### src/verilog/smaf_pkg.sv
// Purpose: Constants and types for the multidrop serial address filter
// Assumes: clk is the controller oscillator, 100 MHz
// Notes: Register addresses are special-function addresses on the controller bus
package smaf_pkg;
  localparam logic [7:0] SMAF_POWER_CONTROL_ADDR = 8'h87;
  localparam logic [7:0] SMAF_SERIAL_CONTROL_ADDR = 8'h98;
  localparam logic [7:0] SMAF_SERIAL_BUFFER_ADDR = 8'h99;
  localparam logic [7:0] SMAF_STATION_ADDRESS_ADDR = 8'ha9;
  localparam logic [7:0] SMAF_STATION_ADDRESS_MASK_ADDR = 8'hb9;
  localparam logic [7:0] SMAF_REG_RESET = 8'h00;
  localparam logic [7:0] SMAF_UNMAPPED_READ = 8'h00;
  // serial_control field positions
  localparam int SC_MODE_HI = 7;
  localparam int SC_MODE_LO = 6;
  localparam int SC_MATCH_EN = 5;
  localparam int SC_RX_EN = 4;
  localparam int SC_TX9 = 3;
  localparam int SC_RX9 = 2;
  localparam int SC_TI = 1;
  localparam int SC_RI = 0;
  // power_control field positions
  localparam int PC_BAUD_DBL = 7;
  localparam int PC_VIEW = 6;
  localparam int PC_POF = 4;
  localparam int PC_GF1 = 3;
  localparam int PC_GF0 = 2;
  localparam int PC_PD = 1;
  localparam int PC_IDL = 0;
  // Bit timing: 16 samples per bit; fixed-rate mode divides the oscillator by 64 or 32
  localparam int SMAF_SAMPLES = 16;
  localparam int SMAF_FIXED_DIV_SLOW = 64;
  localparam int SMAF_FIXED_DIV_FAST = 32;
  localparam logic [4:0] SMAF_TICK_SLOW = 5'(SMAF_FIXED_DIV_SLOW / SMAF_SAMPLES - 1);
  localparam logic [4:0] SMAF_TICK_FAST = 5'(SMAF_FIXED_DIV_FAST / SMAF_SAMPLES - 1);
  localparam logic [3:0] SMAF_SAMPLE_LAST = 4'(SMAF_SAMPLES - 1);
  localparam logic [3:0] SMAF_SAMPLE_MID = 4'(SMAF_SAMPLES / 2 - 1);
  localparam logic [3:0] SMAF_BITS_NINE = 4'h9;
  localparam logic [3:0] SMAF_BITS_EIGHT = 4'h8;
  localparam logic [3:0] SMAF_TX_LEN_NINE = 4'hb;
  localparam logic [3:0] SMAF_TX_LEN_EIGHT = 4'ha;
  localparam logic [1:0] SMAF_MODE_FIXED = 2'h2;
  localparam logic [1:0] SMAF_FIFO_DEPTH = 2'h2;
  typedef enum logic [2:0] {RX_IDLE, RX_START, RX_DATA, RX_STOP, RX_PUSH} smaf_rx_e;
endpackage

### src/verilog/smaf_filter.sv
// Function
// - With match enable in 9-bit mode, only ninth-bit-one frames are address candidates.
// - With match enable in 9-bit mode, receive done rises only on given or broadcast match.
// - With match enable clear, ninth-bit-zero data frames are accepted and flagged.
// - Given match: byte equals station address wherever mask holds one.
// - Broadcast: byte has a one wherever address OR mask is one.
// - Station address sits at A9H, its mask at B9H.
// - Reset clears address and mask so every address byte matches.
// - Modes 1 to 3 check the stop bit and set framing error when missing.
// - Framing error stays set through good frames until software clears it.
// - Control bit 7 is mode-high or framing error, chosen by flag-view select.
// - Power control at 87H: doubler, view select, unused, power-off, flags, down, wait.
// - Serial control at 98H holds mode, match enable, rx enable, ninth bits, done flags.
// - Mode 2 runs a fixed rate, mode 3 a variable rate; both carry nine bits.
// - Receive done never clears itself; software clears it.
// - While waiting in low power, only an accepted frame wakes the station; with the filter on, a matching address.
// - Nine-bit frame: start zero, eight data LSB first, ninth bit, stop one.
// - No frame is accepted unless receive enable is set.
// - Mode 2 bit rate is clock/64, or clock/32 with the doubler set.
// Purpose: Serial port receive filter with transmitter, on the special-function bus
// Assumes: Inputs synchronous to clk; baud_tick pulses at 16x the variable bit rate
// Notes: Mode 0 is not served; a two-entry buffer sits between receiver and buffer register
`timescale 1ns/1ps
module smaf_filter import smaf_pkg::*; (
  input wire logic clk,
  input wire logic reset,
  input wire logic ce,
  input wire logic [7:0] sfr_addr,
  input wire logic [7:0] sfr_wdata,
  input wire logic sfr_wr,
  input wire logic sfr_rd,
  output logic [7:0] sfr_rdata,
  input wire logic rxd,
  input wire logic baud_tick,
  output logic txd,
  output logic rx_done,
  output logic tx_done,
  output logic low_power_wait,
  output logic power_down
);
  function automatic logic given_match(input logic [7:0] b, input logic [7:0] a, input logic [7:0] m);
    given_match = ((b ^ a) & m) == 8'h00;
  endfunction
  function automatic logic bcast_match(input logic [7:0] b, input logic [7:0] a, input logic [7:0] m);
    bcast_match = ((a | m) & ~b) == 8'h00;
  endfunction

  logic mode_hi_ff, mode_lo_ff, match_en_ff, ren_ff, tb8_ff, rb8_ff, ti_ff, ri_ff, fe_ff;
  logic dbl_ff, view_ff, pof_ff, gf1_ff, gf0_ff, pd_ff, idl_ff;
  logic [7:0] station_address_ff, station_address_mask_ff, serial_buffer_ff;
  logic [4:0] div_ff;
  smaf_rx_e rx_st_ff;
  logic [3:0] rx_cnt_ff, rx_bit_ff;
  logic [8:0] rx_sh_ff;
  logic stop_ff, rxd_q_ff;
  logic [8:0] fifo_mem [0:1];
  logic wr_ptr_ff, rd_ptr_ff;
  logic [1:0] fifo_cnt_ff;
  logic tx_busy_ff;
  logic [3:0] tx_cnt_ff, tx_bit_ff, tx_len_ff;
  logic [10:0] tx_sh_ff;
  logic [7:0] rd_mux;

  wire wr_serial_control = ce && sfr_wr && (sfr_addr == SMAF_SERIAL_CONTROL_ADDR);
  wire wr_power_control = ce && sfr_wr && (sfr_addr == SMAF_POWER_CONTROL_ADDR);
  wire wr_serial_buffer = ce && sfr_wr && (sfr_addr == SMAF_SERIAL_BUFFER_ADDR);
  wire wr_station_address = ce && sfr_wr && (sfr_addr == SMAF_STATION_ADDRESS_ADDR);
  wire wr_station_address_mask = ce && sfr_wr && (sfr_addr == SMAF_STATION_ADDRESS_MASK_ADDR);
  wire [1:0] mode = {mode_hi_ff, mode_lo_ff};
  wire mode9 = mode_hi_ff;
  wire rx_mode_on = mode_hi_ff || mode_lo_ff;
  // A start needs a high-to-low step, so a stop bit held low cannot restart the receiver
  wire rx_fall = rxd_q_ff && !rxd;
  // Fixed-rate mode counts the oscillator; the variable modes borrow the external timer tick
  wire [4:0] div_last = dbl_ff ? SMAF_TICK_FAST : SMAF_TICK_SLOW;
  wire s_tick = ce && ((mode == SMAF_MODE_FIXED) ? (div_ff == div_last) : baud_tick);
  wire sample_end = s_tick && (rx_cnt_ff == SMAF_SAMPLE_LAST);
  wire [3:0] rx_nbits = mode9 ? SMAF_BITS_NINE : SMAF_BITS_EIGHT;
  wire [7:0] rx_byte = mode9 ? rx_sh_ff[7:0] : rx_sh_ff[8:1];
  wire rx_ninth = mode9 ? rx_sh_ff[8] : stop_ff;
  wire addr_hit = given_match(rx_byte, station_address_ff, station_address_mask_ff) || bcast_match(rx_byte, station_address_ff, station_address_mask_ff);
  wire filter_on = mode9 && match_en_ff;
  wire rx_accept = ren_ff && (!filter_on || (rx_ninth && addr_hit));
  wire in_ready = fifo_cnt_ff != SMAF_FIFO_DEPTH;
  wire in_push = ce && (rx_st_ff == RX_PUSH) && rx_accept && in_ready;
  wire fe_set = ce && (rx_st_ff == RX_PUSH) && !stop_ff;
  // Drain side stalls while receive done is still pending in software
  wire out_valid = fifo_cnt_ff != 2'h0;
  wire out_pop = ce && out_valid && !ri_ff;
  wire tx_start = wr_serial_buffer && !tx_busy_ff;
  wire tx_bit_end = tx_busy_ff && s_tick && (tx_cnt_ff == SMAF_SAMPLE_LAST);
  wire tx_last = tx_bit_end && (tx_bit_ff == tx_len_ff - 4'h1);

  always_comb begin
    if (sfr_addr == SMAF_SERIAL_CONTROL_ADDR) begin
      rd_mux = {view_ff ? fe_ff : mode_hi_ff, mode_lo_ff, match_en_ff, ren_ff, tb8_ff, rb8_ff, ti_ff, ri_ff};
    end else if (sfr_addr == SMAF_POWER_CONTROL_ADDR) begin
      rd_mux = {dbl_ff, view_ff, 1'b0, pof_ff, gf1_ff, gf0_ff, pd_ff, idl_ff};
    end else if (sfr_addr == SMAF_SERIAL_BUFFER_ADDR) begin
      rd_mux = serial_buffer_ff;
    end else if (sfr_addr == SMAF_STATION_ADDRESS_ADDR) begin
      rd_mux = station_address_ff;
    end else if (sfr_addr == SMAF_STATION_ADDRESS_MASK_ADDR) begin
      rd_mux = station_address_mask_ff;
    end else begin
      rd_mux = SMAF_UNMAPPED_READ;
    end
  end

  always_ff @(posedge clk or posedge reset) begin
    if (reset) begin
      sfr_rdata <= SMAF_REG_RESET;
    end else if (ce && sfr_rd) begin
      sfr_rdata <= rd_mux;
    end
  end

  // Serial control; hardware sets win over a same-cycle software clear
  always_ff @(posedge clk or posedge reset) begin
    if (reset) begin
      {mode_hi_ff, mode_lo_ff, match_en_ff, ren_ff, tb8_ff, rb8_ff, ti_ff, ri_ff, fe_ff} <= 9'h000;
    end else if (ce) begin
      if (wr_serial_control) begin
        {mode_lo_ff, match_en_ff, ren_ff, tb8_ff} <= sfr_wdata[SC_MODE_LO:SC_TX9];
        if (!view_ff) begin
          mode_hi_ff <= sfr_wdata[SC_MODE_HI];
        end
      end
      fe_ff <= fe_set || ((wr_serial_control && view_ff) ? sfr_wdata[SC_MODE_HI] : fe_ff);
      ri_ff <= out_pop || (wr_serial_control ? sfr_wdata[SC_RI] : ri_ff);
      ti_ff <= tx_last || (wr_serial_control ? sfr_wdata[SC_TI] : ti_ff);
      if (out_pop) begin
        rb8_ff <= fifo_mem[rd_ptr_ff][8];
      end else if (wr_serial_control) begin
        rb8_ff <= sfr_wdata[SC_RX9];
      end
    end
  end

  always_ff @(posedge clk or posedge reset) begin
    if (reset) begin
      {dbl_ff, view_ff, pof_ff, gf1_ff, gf0_ff, pd_ff, idl_ff} <= 7'h00;
      station_address_ff <= SMAF_REG_RESET;
      station_address_mask_ff <= SMAF_REG_RESET;
      serial_buffer_ff <= SMAF_REG_RESET;
    end else if (ce) begin
      if (wr_power_control) begin
        {dbl_ff, view_ff} <= sfr_wdata[PC_BAUD_DBL:PC_VIEW];
        {pof_ff, gf1_ff, gf0_ff, pd_ff} <= sfr_wdata[PC_POF:PC_PD];
      end
      // Only an accepted frame ends the low-power wait, so a mismatch never wakes us
      idl_ff <= !out_pop && (wr_power_control ? sfr_wdata[PC_IDL] : idl_ff);
      if (wr_station_address) begin
        station_address_ff <= sfr_wdata;
      end
      if (wr_station_address_mask) begin
        station_address_mask_ff <= sfr_wdata;
      end
      if (out_pop) begin
        serial_buffer_ff <= fifo_mem[rd_ptr_ff][7:0];
      end
    end
  end

  always_ff @(posedge clk or posedge reset) begin
    if (reset) begin
      div_ff <= 5'h00;
    end else if (ce) begin
      div_ff <= (div_ff >= div_last) ? 5'h00 : div_ff + 5'h01;
    end
  end

  // Receiver; a full buffer holds the frame in RX_PUSH until a slot frees
  always_ff @(posedge clk or posedge reset) begin
    if (reset) begin
      rx_st_ff <= RX_IDLE;
      rx_cnt_ff <= 4'h0;
      rx_bit_ff <= 4'h0;
      rx_sh_ff <= 9'h000;
      stop_ff <= 1'b1;
      rxd_q_ff <= 1'b1;
    end else if (ce) begin
      rxd_q_ff <= rxd;
      case (rx_st_ff)
        RX_IDLE: begin
          rx_cnt_ff <= 4'h0;
          if (ren_ff && rx_mode_on && rx_fall) begin
            rx_st_ff <= RX_START;
          end
        end
        RX_START: begin
          if (s_tick) begin
            rx_cnt_ff <= rx_cnt_ff + 4'h1;
            if (rx_cnt_ff == SMAF_SAMPLE_MID) begin
              rx_cnt_ff <= 4'h0;
              rx_bit_ff <= 4'h0;
              rx_st_ff <= rxd ? RX_IDLE : RX_DATA;
            end
          end
        end
        RX_DATA: begin
          if (s_tick) begin
            rx_cnt_ff <= rx_cnt_ff + 4'h1;
          end
          if (sample_end) begin
            rx_sh_ff <= {rxd, rx_sh_ff[8:1]};
            rx_bit_ff <= rx_bit_ff + 4'h1;
            if (rx_bit_ff == rx_nbits - 4'h1) begin
              rx_st_ff <= RX_STOP;
            end
          end
        end
        RX_STOP: begin
          if (s_tick) begin
            rx_cnt_ff <= rx_cnt_ff + 4'h1;
          end
          if (sample_end) begin
            stop_ff <= rxd;
            rx_st_ff <= RX_PUSH;
          end
        end
        RX_PUSH: begin
          if (!rx_accept || in_ready) begin
            rx_st_ff <= RX_IDLE;
          end
        end
        default: rx_st_ff <= RX_IDLE;
      endcase
    end
  end

  // Two-entry buffer between the shifter and the buffer register
  always_ff @(posedge clk or posedge reset) begin
    if (reset) begin
      wr_ptr_ff <= 1'b0;
      rd_ptr_ff <= 1'b0;
      fifo_cnt_ff <= 2'h0;
    end else if (ce) begin
      if (in_push) begin
        wr_ptr_ff <= ~wr_ptr_ff;
      end
      if (out_pop) begin
        rd_ptr_ff <= ~rd_ptr_ff;
      end
      fifo_cnt_ff <= fifo_cnt_ff + {1'b0, in_push} - {1'b0, out_pop};
    end
  end

  always_ff @(posedge clk) begin
    if (in_push) begin
      fifo_mem[wr_ptr_ff] <= {rx_ninth, rx_byte};
    end
  end

  // Transmitter; a buffer write while busy is ignored rather than corrupting the frame
  always_ff @(posedge clk or posedge reset) begin
    if (reset) begin
      tx_busy_ff <= 1'b0;
      tx_cnt_ff <= 4'h0;
      tx_bit_ff <= 4'h0;
      tx_len_ff <= SMAF_TX_LEN_NINE;
      tx_sh_ff <= 11'h7ff;
      txd <= 1'b1;
    end else if (ce) begin
      if (tx_start) begin
        tx_busy_ff <= 1'b1;
        tx_cnt_ff <= 4'h0;
        tx_bit_ff <= 4'h0;
        tx_len_ff <= mode9 ? SMAF_TX_LEN_NINE : SMAF_TX_LEN_EIGHT;
        tx_sh_ff <= {1'b1, mode9 ? tb8_ff : 1'b1, sfr_wdata, 1'b0};
        txd <= 1'b0;
      end else if (tx_busy_ff) begin
        if (s_tick) begin
          tx_cnt_ff <= tx_cnt_ff + 4'h1;
        end
        if (tx_bit_end) begin
          tx_sh_ff <= {1'b1, tx_sh_ff[10:1]};
          tx_bit_ff <= tx_bit_ff + 4'h1;
          txd <= tx_last ? 1'b1 : tx_sh_ff[1];
          tx_busy_ff <= !tx_last;
        end
      end
    end
  end

  always_ff @(posedge clk or posedge reset) begin
    if (reset) begin
      rx_done <= 1'b0;
      tx_done <= 1'b0;
      low_power_wait <= 1'b0;
      power_down <= 1'b0;
    end else begin
      rx_done <= ri_ff;
      tx_done <= ti_ff;
      low_power_wait <= idl_ff;
      power_down <= pd_ff;
    end
  end
endmodule // smaf_filter

### config.mk
export PLATFORM = sky130hd
export DESIGN_NAME = smaf_filter
export DESIGN_NICKNAME = d
export VERILOG_FILES = /design/src/verilog/smaf_pkg.sv /design/src/verilog/smaf_filter.sv
export SDC_FILE = /design/constraint.sdc
export NUM_CORES = 1
export LEC_CHECK = 0
export BUFFER_PORTS_ARGS = -buffer_cell sky130_fd_sc_hd__buf_2
export CELL_PAD_IN_SITES_DETAIL_PLACEMENT = 1
export CELL_PAD_IN_SITES_GLOBAL_PLACEMENT = 2
export CORE_MARGIN = 2
export CORE_UTILIZATION = 35
export DETAILED_ROUTE_END_ITERATION = 8
export GPL_ROUTABILITY_DRIVEN = 0
export GPL_TIMING_DRIVEN = 0
export PLACE_DENSITY_LB_ADDON = 0.25
export SETUP_SLACK_MARGIN = 0.15
export SYNTH_ARGS = -nofsm -noshare
export SYNTH_HDL_FRONTEND = slang
export SYNTH_SLANG_ARGS = --single-unit
export TNS_END_PERCENT = 100
### constraint.sdc
create_clock -name clk -period 3.38 [get_ports clk]
set_input_delay 0.676 -clock clk [delete_from_list [all_inputs] [get_ports clk]]
set_output_delay 0.676 -clock clk [all_outputs]
set_load 0.03 [all_outputs]
-- After elaboration in Yosys (flattened, before gate mapping)
Memories as Yosys holds them, arrays and structs flattened.
Index checks and enable logic that the tools add are counted.
- add/sub/neg operators: 9
- magnitude comparators: 1
- eq/ne operators: 25
- muxes and demuxes: 55
- bitwise gates (word level): 8
- reductions and logical operators: 69
- operators with widths (cell ; count):
    4-bit two-way mux ; 12
    8-bit two-way mux ; 6
    8-bit == test, second input constant ; 5
    11-bit two-way mux ; 3
    1-bit logical AND ; 27
    1-bit two-way mux ; 21
    3-bit two-way mux ; 7
    4-bit by 1-bit adder with 4-bit output, second input constant ; 4
    8-bit bitwise AND ; 2
    8-bit zero test ; 2
    2-bit AND reduction ; 8
    3-bit case mux with 5 select lines ; 1
    3-bit AND reduction ; 5
    2-bit != test, second input constant ; 7
    4-bit case mux with 3 select lines ; 1
    2-bit nonzero test ; 6
    4-bit == test ; 2
    4-bit == test, second input constant ; 2
    1-bit zero test ; 8
    8-bit NOT ; 1
    8-bit bitwise OR ; 1
    4-bit case mux with 2 select lines ; 1
    8-bit AND reduction ; 1
    4-bit by 1-bit subtractor with 4-bit output, second input constant ; 2
    21 further kinds ; 32
- register bits after elaboration: 108
- RAM bits: 18
- output and inout bits: 13
- word-level logic and storage cells: 208
- memories kept: 1
- memory list (name ; depth ; width ; read ports ; clocked after Yosys merged registers in ; write ports ; RTL line ; source):
    fifo_mem ; 2 ; 9 ; 1 ; 0 ; 1 ; smaf_filter.sv:56 ; logic [8:0] fifo_mem [0:1];

-- Depth between registers and ports, before layout
Gate-level depths: netlist (run 1).
- depth after elaboration: 12
- depth in mapped cells: 14
- mapped depth without buffers: 12

-- Least setup slack after synthesis (run 1)
Ideal clock, no wire load.
- path kind: flip-flop to flip-flop
- from: register mode_hi_ff (netlist: mode9)
- to: memory fifo_mem[0][0], enable pin
- library setup time: 0.390 ns
- arrival time: 2.483 ns
- data required time: 2.990 ns
- slack: 0.507 ns
- stages on the path, launching flop included: 9
- buffers on the path: 2
- clock period less this slack: 2.873 ns
- cell sequence: dfrtp_1 -> buf_4 -> buf_4 -> mux2_2 -> mux2i_1 -> a2111oi_1 -> and2_1 -> o21ai_1 -> a211oi_1
- longest elaborated chain between the ends: 12
- elaborated cells between the ends (all ways): 18
- classes of those cells: mux: 4; bitwise: 4; reduce/logical: 10
- ends and longest elaborated chain (item ; RTL line ; source):
    from (decl) ; smaf_filter.sv:48 ; logic mode_hi_ff, mode_lo_ff, match_en_ff, ren_ff, tb8_ff, rb8_ff, ti_ff, ri_ff, fe_ff;
    from (signal assigned) ; smaf_filter.sv:126 ; mode_hi_ff <= sfr_wdata[SC_MODE_HI];
    8-bit two-way mux * ; smaf_filter.sv:79 ; wire [7:0] rx_byte = mode9 ? rx_sh_ff[7:0] : rx_sh_ff[8:1];
    net rx_byte[7] ; smaf_filter.sv:79 ;
    8-bit bitwise XOR / 8-bit NOT (equally long branches) ; smaf_filter.sv:42, smaf_filter.sv:45 ;
    8-bit bitwise AND (on tied branches) ; smaf_filter.sv:42, smaf_filter.sv:45 ;
    8-bit zero test (on tied branches) ; smaf_filter.sv:42, smaf_filter.sv:45 ;
    1-bit logical OR * ; smaf_filter.sv:81 ; wire addr_hit = given_match(rx_byte, station_address_ff, station_address_mask_ff) || bcast_match(rx_byte, stat ...
    1-bit logical AND * ; smaf_filter.sv:83 ; wire rx_accept = ren_ff && (!filter_on || (rx_ninth && addr_hit));
    1-bit logical OR * ; smaf_filter.sv:83 ;
    1-bit logical AND * ; smaf_filter.sv:83 ;
    1-bit logical AND * (2 in a row) ; smaf_filter.sv:85 ; wire in_push = ce && (rx_st_ff == RX_PUSH) && rx_accept && in_ready;
    1-bit two-way mux * ; smaf_filter.sv:250 ; if (in_push) begin
    1-bit two-way mux (implied by the code) * ; smaf_filter.sv:251 ; fifo_mem[wr_ptr_ff] <= {rx_ninth, rx_byte};
    to (decl) ; smaf_filter.sv:56 ;
Mark *: on every way through the listed nets, which the timed path passes. The rest lies on a longest branch.

-- Worst setup path in the final report (run 1)
- from: register mode_hi_ff (netlist: mode9)
- to: register fifo_cnt_ff[1]
- longest elaborated chain between the ends: 12
- elaborated cells between the ends (all ways): 18
- classes of those cells: add/sub: 2; mux: 2; bitwise: 4; reduce/logical: 10
- ends and longest elaborated chain (item ; RTL line ; source):
    8-bit two-way mux * ; smaf_filter.sv:79 ;
    net rx_byte[7] ; smaf_filter.sv:79 ;
    8-bit bitwise XOR / 8-bit NOT (equally long branches) ; smaf_filter.sv:42, smaf_filter.sv:45 ;
    8-bit bitwise AND (on tied branches) ; smaf_filter.sv:42, smaf_filter.sv:45 ;
    8-bit zero test (on tied branches) ; smaf_filter.sv:42, smaf_filter.sv:45 ;
    1-bit logical OR * ; smaf_filter.sv:81 ;
    1-bit logical AND * ; smaf_filter.sv:83 ;
    1-bit logical OR * ; smaf_filter.sv:83 ;
    1-bit logical AND * ; smaf_filter.sv:83 ;
    1-bit logical AND * (2 in a row) ; smaf_filter.sv:85 ;
    2-bit by 1-bit adder with 2-bit output * ; smaf_filter.sv:245 ; fifo_cnt_ff <= fifo_cnt_ff + {1'b0, in_push} - {1'b0, out_pop};
    2-bit by 1-bit subtractor with 2-bit output * ; smaf_filter.sv:245 ;
    to (signal assigned) ; smaf_filter.sv:245 ;
    to (decl) ; smaf_filter.sv:58 ; logic [1:0] fifo_cnt_ff;
Marks and branches as above.
A chain may end at the register's enable or synchronous reset.

==> qor.csv, run 1 <==
metric;value;unit
outcome;complete, no violations;
avgRoutedWirePerCell;19.27;µm
place_hpwl;11480;µm
ys_types;70;
maxSlewViolCount;0;
fin_skew;6.608;ps
vias_per_cell;5.299;
numClockSinks;121;
die-area;0.01815;mm²
vdd_drop_max;382.0;µV
grt_pass1_wl;26280;µm
final_common_cell;dfrtp_1;
pwr-share-clk;51.9;%
grt_pass1_vias;4804;
synth_area_leaders;dfrtp_1, edfxtp_1, mux2_2;
power_density;529.6;mW/mm²
holdBufCountCts;0;
r2r_cells;14;
drt_pass1_iterations;4;
die_w;134.7;µm
syn_area_per_cell;11.12;µm²
synthCells;538;
fp-row-count;47;
p_leak;0.003164;µW
switching_share;23.08;%
path_cells;buf_8 > buf_8 > mux2_4 > mux2i_1 > a2111oi_2 > and2_1 > o21ai_2 > a21o_1 > ha_1 > inv_1 > ha_1 > xor2_1 > nand2_1 > xnor2_1;
clk_latency;420;ps
synth_area_leader_cell;dfrtp_1;
fillers;1828;
ys_seq_area_share;52.39;%
syn_nets;569;
ioPinCount;36;
n_antenna_cell;0;
timing.max_slew.rel_slack;37.37;%
cts.path.max_buffers;2;
gr-usage-all-layers;19.03;%
ys_seq_elements;121;
drc;0;
antenna_found_initial;0;
reg2reg_from;mode9$_DFFE_PP0P_;
critPathBufInv;3;
root_buffer;clkbuf_16;
synthArstFlopShare;85.12;%
die_h;134.7;µm
area_growth;19.93;%
cts_tree;built;
p_sw;877.0;µW
core_area;0.01664;mm²
cp.depth;14;
comb_power_share;6.7;%
hold_class;input pin to async pin;
start_util;35.94;%
crit_type;flop to flop;
nets;627;
cpPeakStageDelay;390;ps
timing.rr.end;fifo_cnt_ff[1]$_DFFE_PP0P_;
synth_enable_flop_cells;18;
htreeDepth;4;
drt-total-wl;15970;µm
tightest_slew;937.7;ps
numCtsBuffers;17;
grt_max_degree;39;
mostFrequentLayoutCells;dfrtp_1, nand2_1, mux2_2;
netlist_area;0.005982;mm²
internal-power;2922;µW
crit_path_max_fanout;10;
overflow;0;
grt_setup_unrepaired;true;
crit_path_end_kind;flop;
power.total;3799;µW
r2r_setup_slack;320;ps
period_share;90.56;%
fin_area;0.007174;mm²
ys.flop_type;dfrtp_1;
period_minus_slack;3061;ps
dr_total_vias;4393;
numPortBuffers;35;
critPathLaunchType;flop;
required;3690;ps
place_area;0.006486;mm²
p_seq_share;41.4;%
antenna_left;0;
yosysWarningCount;0;
hold_violations;0;
drt-initial-drc-count;236;
cap_violations;0;
clock.fmax;0.3267;GHz
slowest_stage;dfrtp_1;
clkTransAtPathRegs;60;ps
crit_family;compound AO/OA/AOI/OAI gates;
cp.arrival;3370;ps
yosysTopAreaCellShare;37.65;%
final_layout_size_suffix_gt1_share;25.78;%
finalSetupViolations;0;
logic make-up after synthesis:
| logic type | Yosys count | share of synthesized area, % |
|---|---|---|
| xor gates and xnor gates | 9 | 1.318 |
| and+or+nand+nor | 183 | 15.56 |
| adders and majority gates | 8 | 1.673 |
| AOI/OAI and AO/OA | 104 | 12.91 |
| DFF | 121 | 52.39 |
| buffers and inverters | 43 | 3.346 |
| muxes | 70 | 12.80 |
registers in the layout (all words and copies together), names as in the netlist, 2 cells and up:
register                 count
fifo_mem                    18
rx_sh_ff                     9
tx_sh_ff                     9
serial_buffer_ff             8
sfr_rdata                    8
station_address_ff           8
station_address_mask_ff      8
div_ff                       5
rx_bit_ff                    4
rx_cnt_ff                    4
tx_bit_ff                    4
tx_cnt_ff                    4
rx_st_ff                     3
fifo_cnt_ff                  2
worst reg2reg max path, delay by kind of cell, from the launching register on:
| kind | cells | cell delay [ps] |
|---|---|---|
| AO/OA/AOI/OAI | 3 | 660 |
| XOR/XNOR | 2 | 320 |
| adder cells (fa/ha/maj) | 2 | 420 |
| buffers and inverters | 3 | 360 |
| flip-flops | 1 | 390 |
| multiplexers | 2 | 470 |
| AND/OR/NAND/NOR | 2 | 320 |
how the worst max path moves through the flow:
stage / start / end / slack (ps)
2_1_floorplan: mode9$_DFFE_PP0P_ / fifo_mem[0][0]$_DFFE_PP_ / 510
3_3_place_gp: ce / fifo_mem[1][1]$_DFFE_PP_ / -390
3_5_place_dp: ce / fifo_mem[1][1]$_DFFE_PP_ / 20
4_1_cts: mode9$_DFFE_PP0P_ / fifo_mem[1][6]$_DFFE_PP_ / 140
5_1_grt: rx_st_ff[1]$_DFFE_PP0P_ / fifo_cnt_ff[1]$_DFFE_PP0P_ / 120
6_report: mode9$_DFFE_PP0P_ / fifo_cnt_ff[1]$_DFFE_PP0P_ / 320
Yosys cell counts, types with 7 or more instances:
cell / number
a21o_1: 14
a21oi_1: 12
a221oi_1: 12
and2_1: 7
clkbuf_1: 13
dfrtp_1: 90
dfstp_2: 13
edfxtp_1: 18
ha_1: 8
inv_1: 20
mux2_2: 47
mux2i_1: 21
nand2_1: 67
nand2b_1: 8
nand3_1: 12
nor2_1: 38
nor3_1: 7
o21ai_0: 22
metrics by stage:
| stage | hold WS [ps] | setup slack, ps | TNS [ps] | util [%] | instances |
|---|---|---|---|---|---|
| detailed placement | 392.8 | 22.29 | 0 | 38.97 | 795 |
| CTS | 372.3 | 144.4 | 0 | 42.81 | 827 |
| global route | 402.4 | 115.6 | 0 | 43.11 | 829 |
| global placement | 389.2 | -389.7 | -6947 | 38.67 | 793 |
| finish | 354.1 | 319.1 | 0 | 43.11 | 829 |
| floorplan | 371.2 | 506.8 | 0 | - | 538 |
area by class of cell:
type,count,area (µm²),area share [%]
plain buffers,23,140.1,1.953
clock buffers,18,429.2,5.982
clock inverters,14,203.9,2.843
inverters,20,78.83,1.099
multi-input cells,374,2683,37.39
flip-flops and latches,121,3134,43.69
well taps,220,275.3,3.837
repair buffers,39,230.2,3.209
routing by layer:
metal | wire length, µm | global-route usage, %
met1 | 7441 | 25.12
met2 | 7922 | 31.33
met3 | 395 | 3.716
met4 | 212 | 6.608
met5 | 0 | 0
timing repair:
item                       in CTS  in global routing
pin swaps                       0                  2
resized for setup               1                  7
buffers inserted                0                  2
setup endpoints to repair      20                 20
gates cloned                    0                  0
power by group through the flow:
| stage | sequential (µW) | clock (µW) | combinational (µW) |
|---|---|---|---|
| detailed placement | 1600 | 0 | 255 |
| floorplan | 1610 | 0 | 144 |
| global placement | 1590 | 0 | 237 |
| global route | 1580 | 2080 | 288 |
| CTS | 1570 | 2010 | 257 |
| finish | 1570 | 1970 | 256 |
Note: power is estimated with default switching activity, not from simulation.
==> run 2, diff against run 1 <==
REMOVE_ABC_BUFFERS = 1   (was default)
==> qor.csv, run 2 (synthesis results as in run 1) <==
metric;value;unit
outcome;complete, no violations;
maxSlewViolCount;0;
avgRoutedWirePerCell;18.98;µm
drc;0;
largest-register;fifo_mem;
area_growth;17.76;%
vdd_drop_max;344.3;µV
slowest_stage;dfrtp_4;
finalSetupViolations;0;
ioPinCount;36;
numCtsBuffers;17;
power.total;3669;µW
power_density;520.8;mW/mm²
gr-usage-all-layers;17.88;%
grt_pass1_wl;24770;µm
hold_class;input pin to async pin;
mostFrequentLayoutCells;dfrtp_1, nand2_1, mux2_2;
final_common_cell;dfrtp_1;
overflow;0;
nets;607;
p_leak;0.003115;µW
place_inst;774;
numPortBuffers;35;
cpPeakStageDelay;490;ps
required;3670;ps
drt-initial-drc-count;155;
largest_reg_flops;18;
cpMostUsedCell;ha_1;
start_util;35.94;%
antenna_found_initial;0;
critPathLaunchType;flop;
path_cells;buf_12 > mux2_2 > mux2i_1 > a2111oi_4 > and2_4 > o21ai_2 > a21o_1 > ha_1 > inv_1 > ha_1 > xor2_1 > nand2_1 > xnor2_1;
tightest_slew;981.7;ps
grt_pass1_vias;4558;
clk_latency;410;ps
holdBufCountCts;0;
grt_setup_unrepaired;false;
antenna_left;0;
die_h;134.7;µm
fp-row-count;47;
core_area;0.01664;mm²
period_share;90.29;%
fin_hold_ws;383.4;ps
stdcell_count;809;
drt_pass1_iterations;6;
timing.max_slew.rel_slack;34.05;%
clkTransAtPathRegs;60;ps
n_antenna_cell;0;
die-area;0.01815;mm²
clock.fmax;0.3277;GHz
htreeDepth;4;
dr_total_vias;4314;
cap_violations;0;
crit_path_max_fanout;5;
vias_per_cell;5.333;
hold_violations;0;
fin_skew;5.938;ps
cts.path.max_buffers;2;
place_hpwl;10730;µm
crit_path_end_kind;flop;
cp.arrival;3340;ps
period_minus_slack;3052;ps
numClockSinks;121;
final_layout_size_suffix_gt1_share;25.64;%
drt-total-wl;15350;µm
r2r_setup_slack;330;ps
root_buffer;clkbuf_16;
crit_type;flop to flop;
top_regs;fifo_mem (18), rx_sh_ff (9), tx_sh_ff (9);
die_w;134.7;µm
cts_tree;built;
grt_max_degree;55;
run 2: cell count changes in the layout (fill, tap and decap cells not counted), sizes merged:
| cell | before | now |
|---|---|---|
| bufinv | 5 | 2 |
| clkbuf | 31 | 27 |
| clkinv | 6 | 3 |
| clkinvlp | 4 | 1 |
| buf | 49 | 41 |
| inv | 19 | 20 |
run 2: worst paths after layout:
check	start	end	cells past startpoint
setup / recovery	mode9$_DFFE_PP0P_	fifo_cnt_ff[1]$_DFFE_PP0P_	13
hold / removal	reset	tx_cnt_ff[1]$_DFFE_PP0P_	2
setup reg to reg	mode9$_DFFE_PP0P_	fifo_cnt_ff[1]$_DFFE_PP0P_	13
hold reg to reg	ri_ff$_DFFE_PP0P_	rx_done$_DFF_PP0_	0
max in group asynchronous	reset	tx_sh_ff[4]$_DFFE_PP1P_	3
min in group clk	ri_ff$_DFFE_PP0P_	rx_done$_DFF_PP0_	0
run 2: worst max-delay path: cells and delay by family (launching register included):
family                     cells  cell delay [ps]
and+or+nand+nor                2              310
AOI/OAI and AO/OA              3              680
muxes                          2              500
DFF                            1              490
xor gates and xnor gates       2              320
adders and majority gates      2              420
buffers and inverters          2              210
run 2: repair_timing:
item | CTS | global route
gates resized for setup | 5 | 4
setup endpoints to repair | 20 | 2
cloned | 0 | 0
setup buffers | 1 | 2
pin swaps | 0 | 3
run 2: final cells by class:
type | instances | area (µm²)
well taps | 220 | 275.3
multi-input cells | 374 | 2694
clock inverters | 6 | 82.58
clock buffers | 26 | 521.8
flip-flops and latches | 121 | 3138
fillers | 1805 | 9598
inverters | 20 | 77.57
repair buffers | 42 | 255.2
run 2: per-stage QoR:
stage | setup TNS, ps | setup WS [ps] | util [%] | cell area, µm²
global route | 0 | 168.4 | 42.33 | 7044
global placement | -140880 | -1382 | 37.90 | 6307
floorplan | 0 | 21.68 | - | 5857
finish | 0 | 328.3 | 42.33 | 7044
detailed placement | -6667 | -470.3 | 38.19 | 6355
CTS | 0 | 196.1 | 41.97 | 6985
run 2: power breakdown:
group | internal (µW) | switching, µW | leakage (µW)
clock network | 1210 | 634 | 0.000295
logic | 94.7 | 159 | 0.00126
registers | 1530 | 42.8 | 0.00156
run 2: routing by layer:
metal	wire length (µm)	part of all wire, %	vias up	GRT usage [%]
li1	-	-	2021	-
met5	0	0	-	0
met2	7460	49	57	28.79
met4	234	1.5	0	5.673
met1	7242	47	2217	23.97
met3	415	2.7	19	4.129
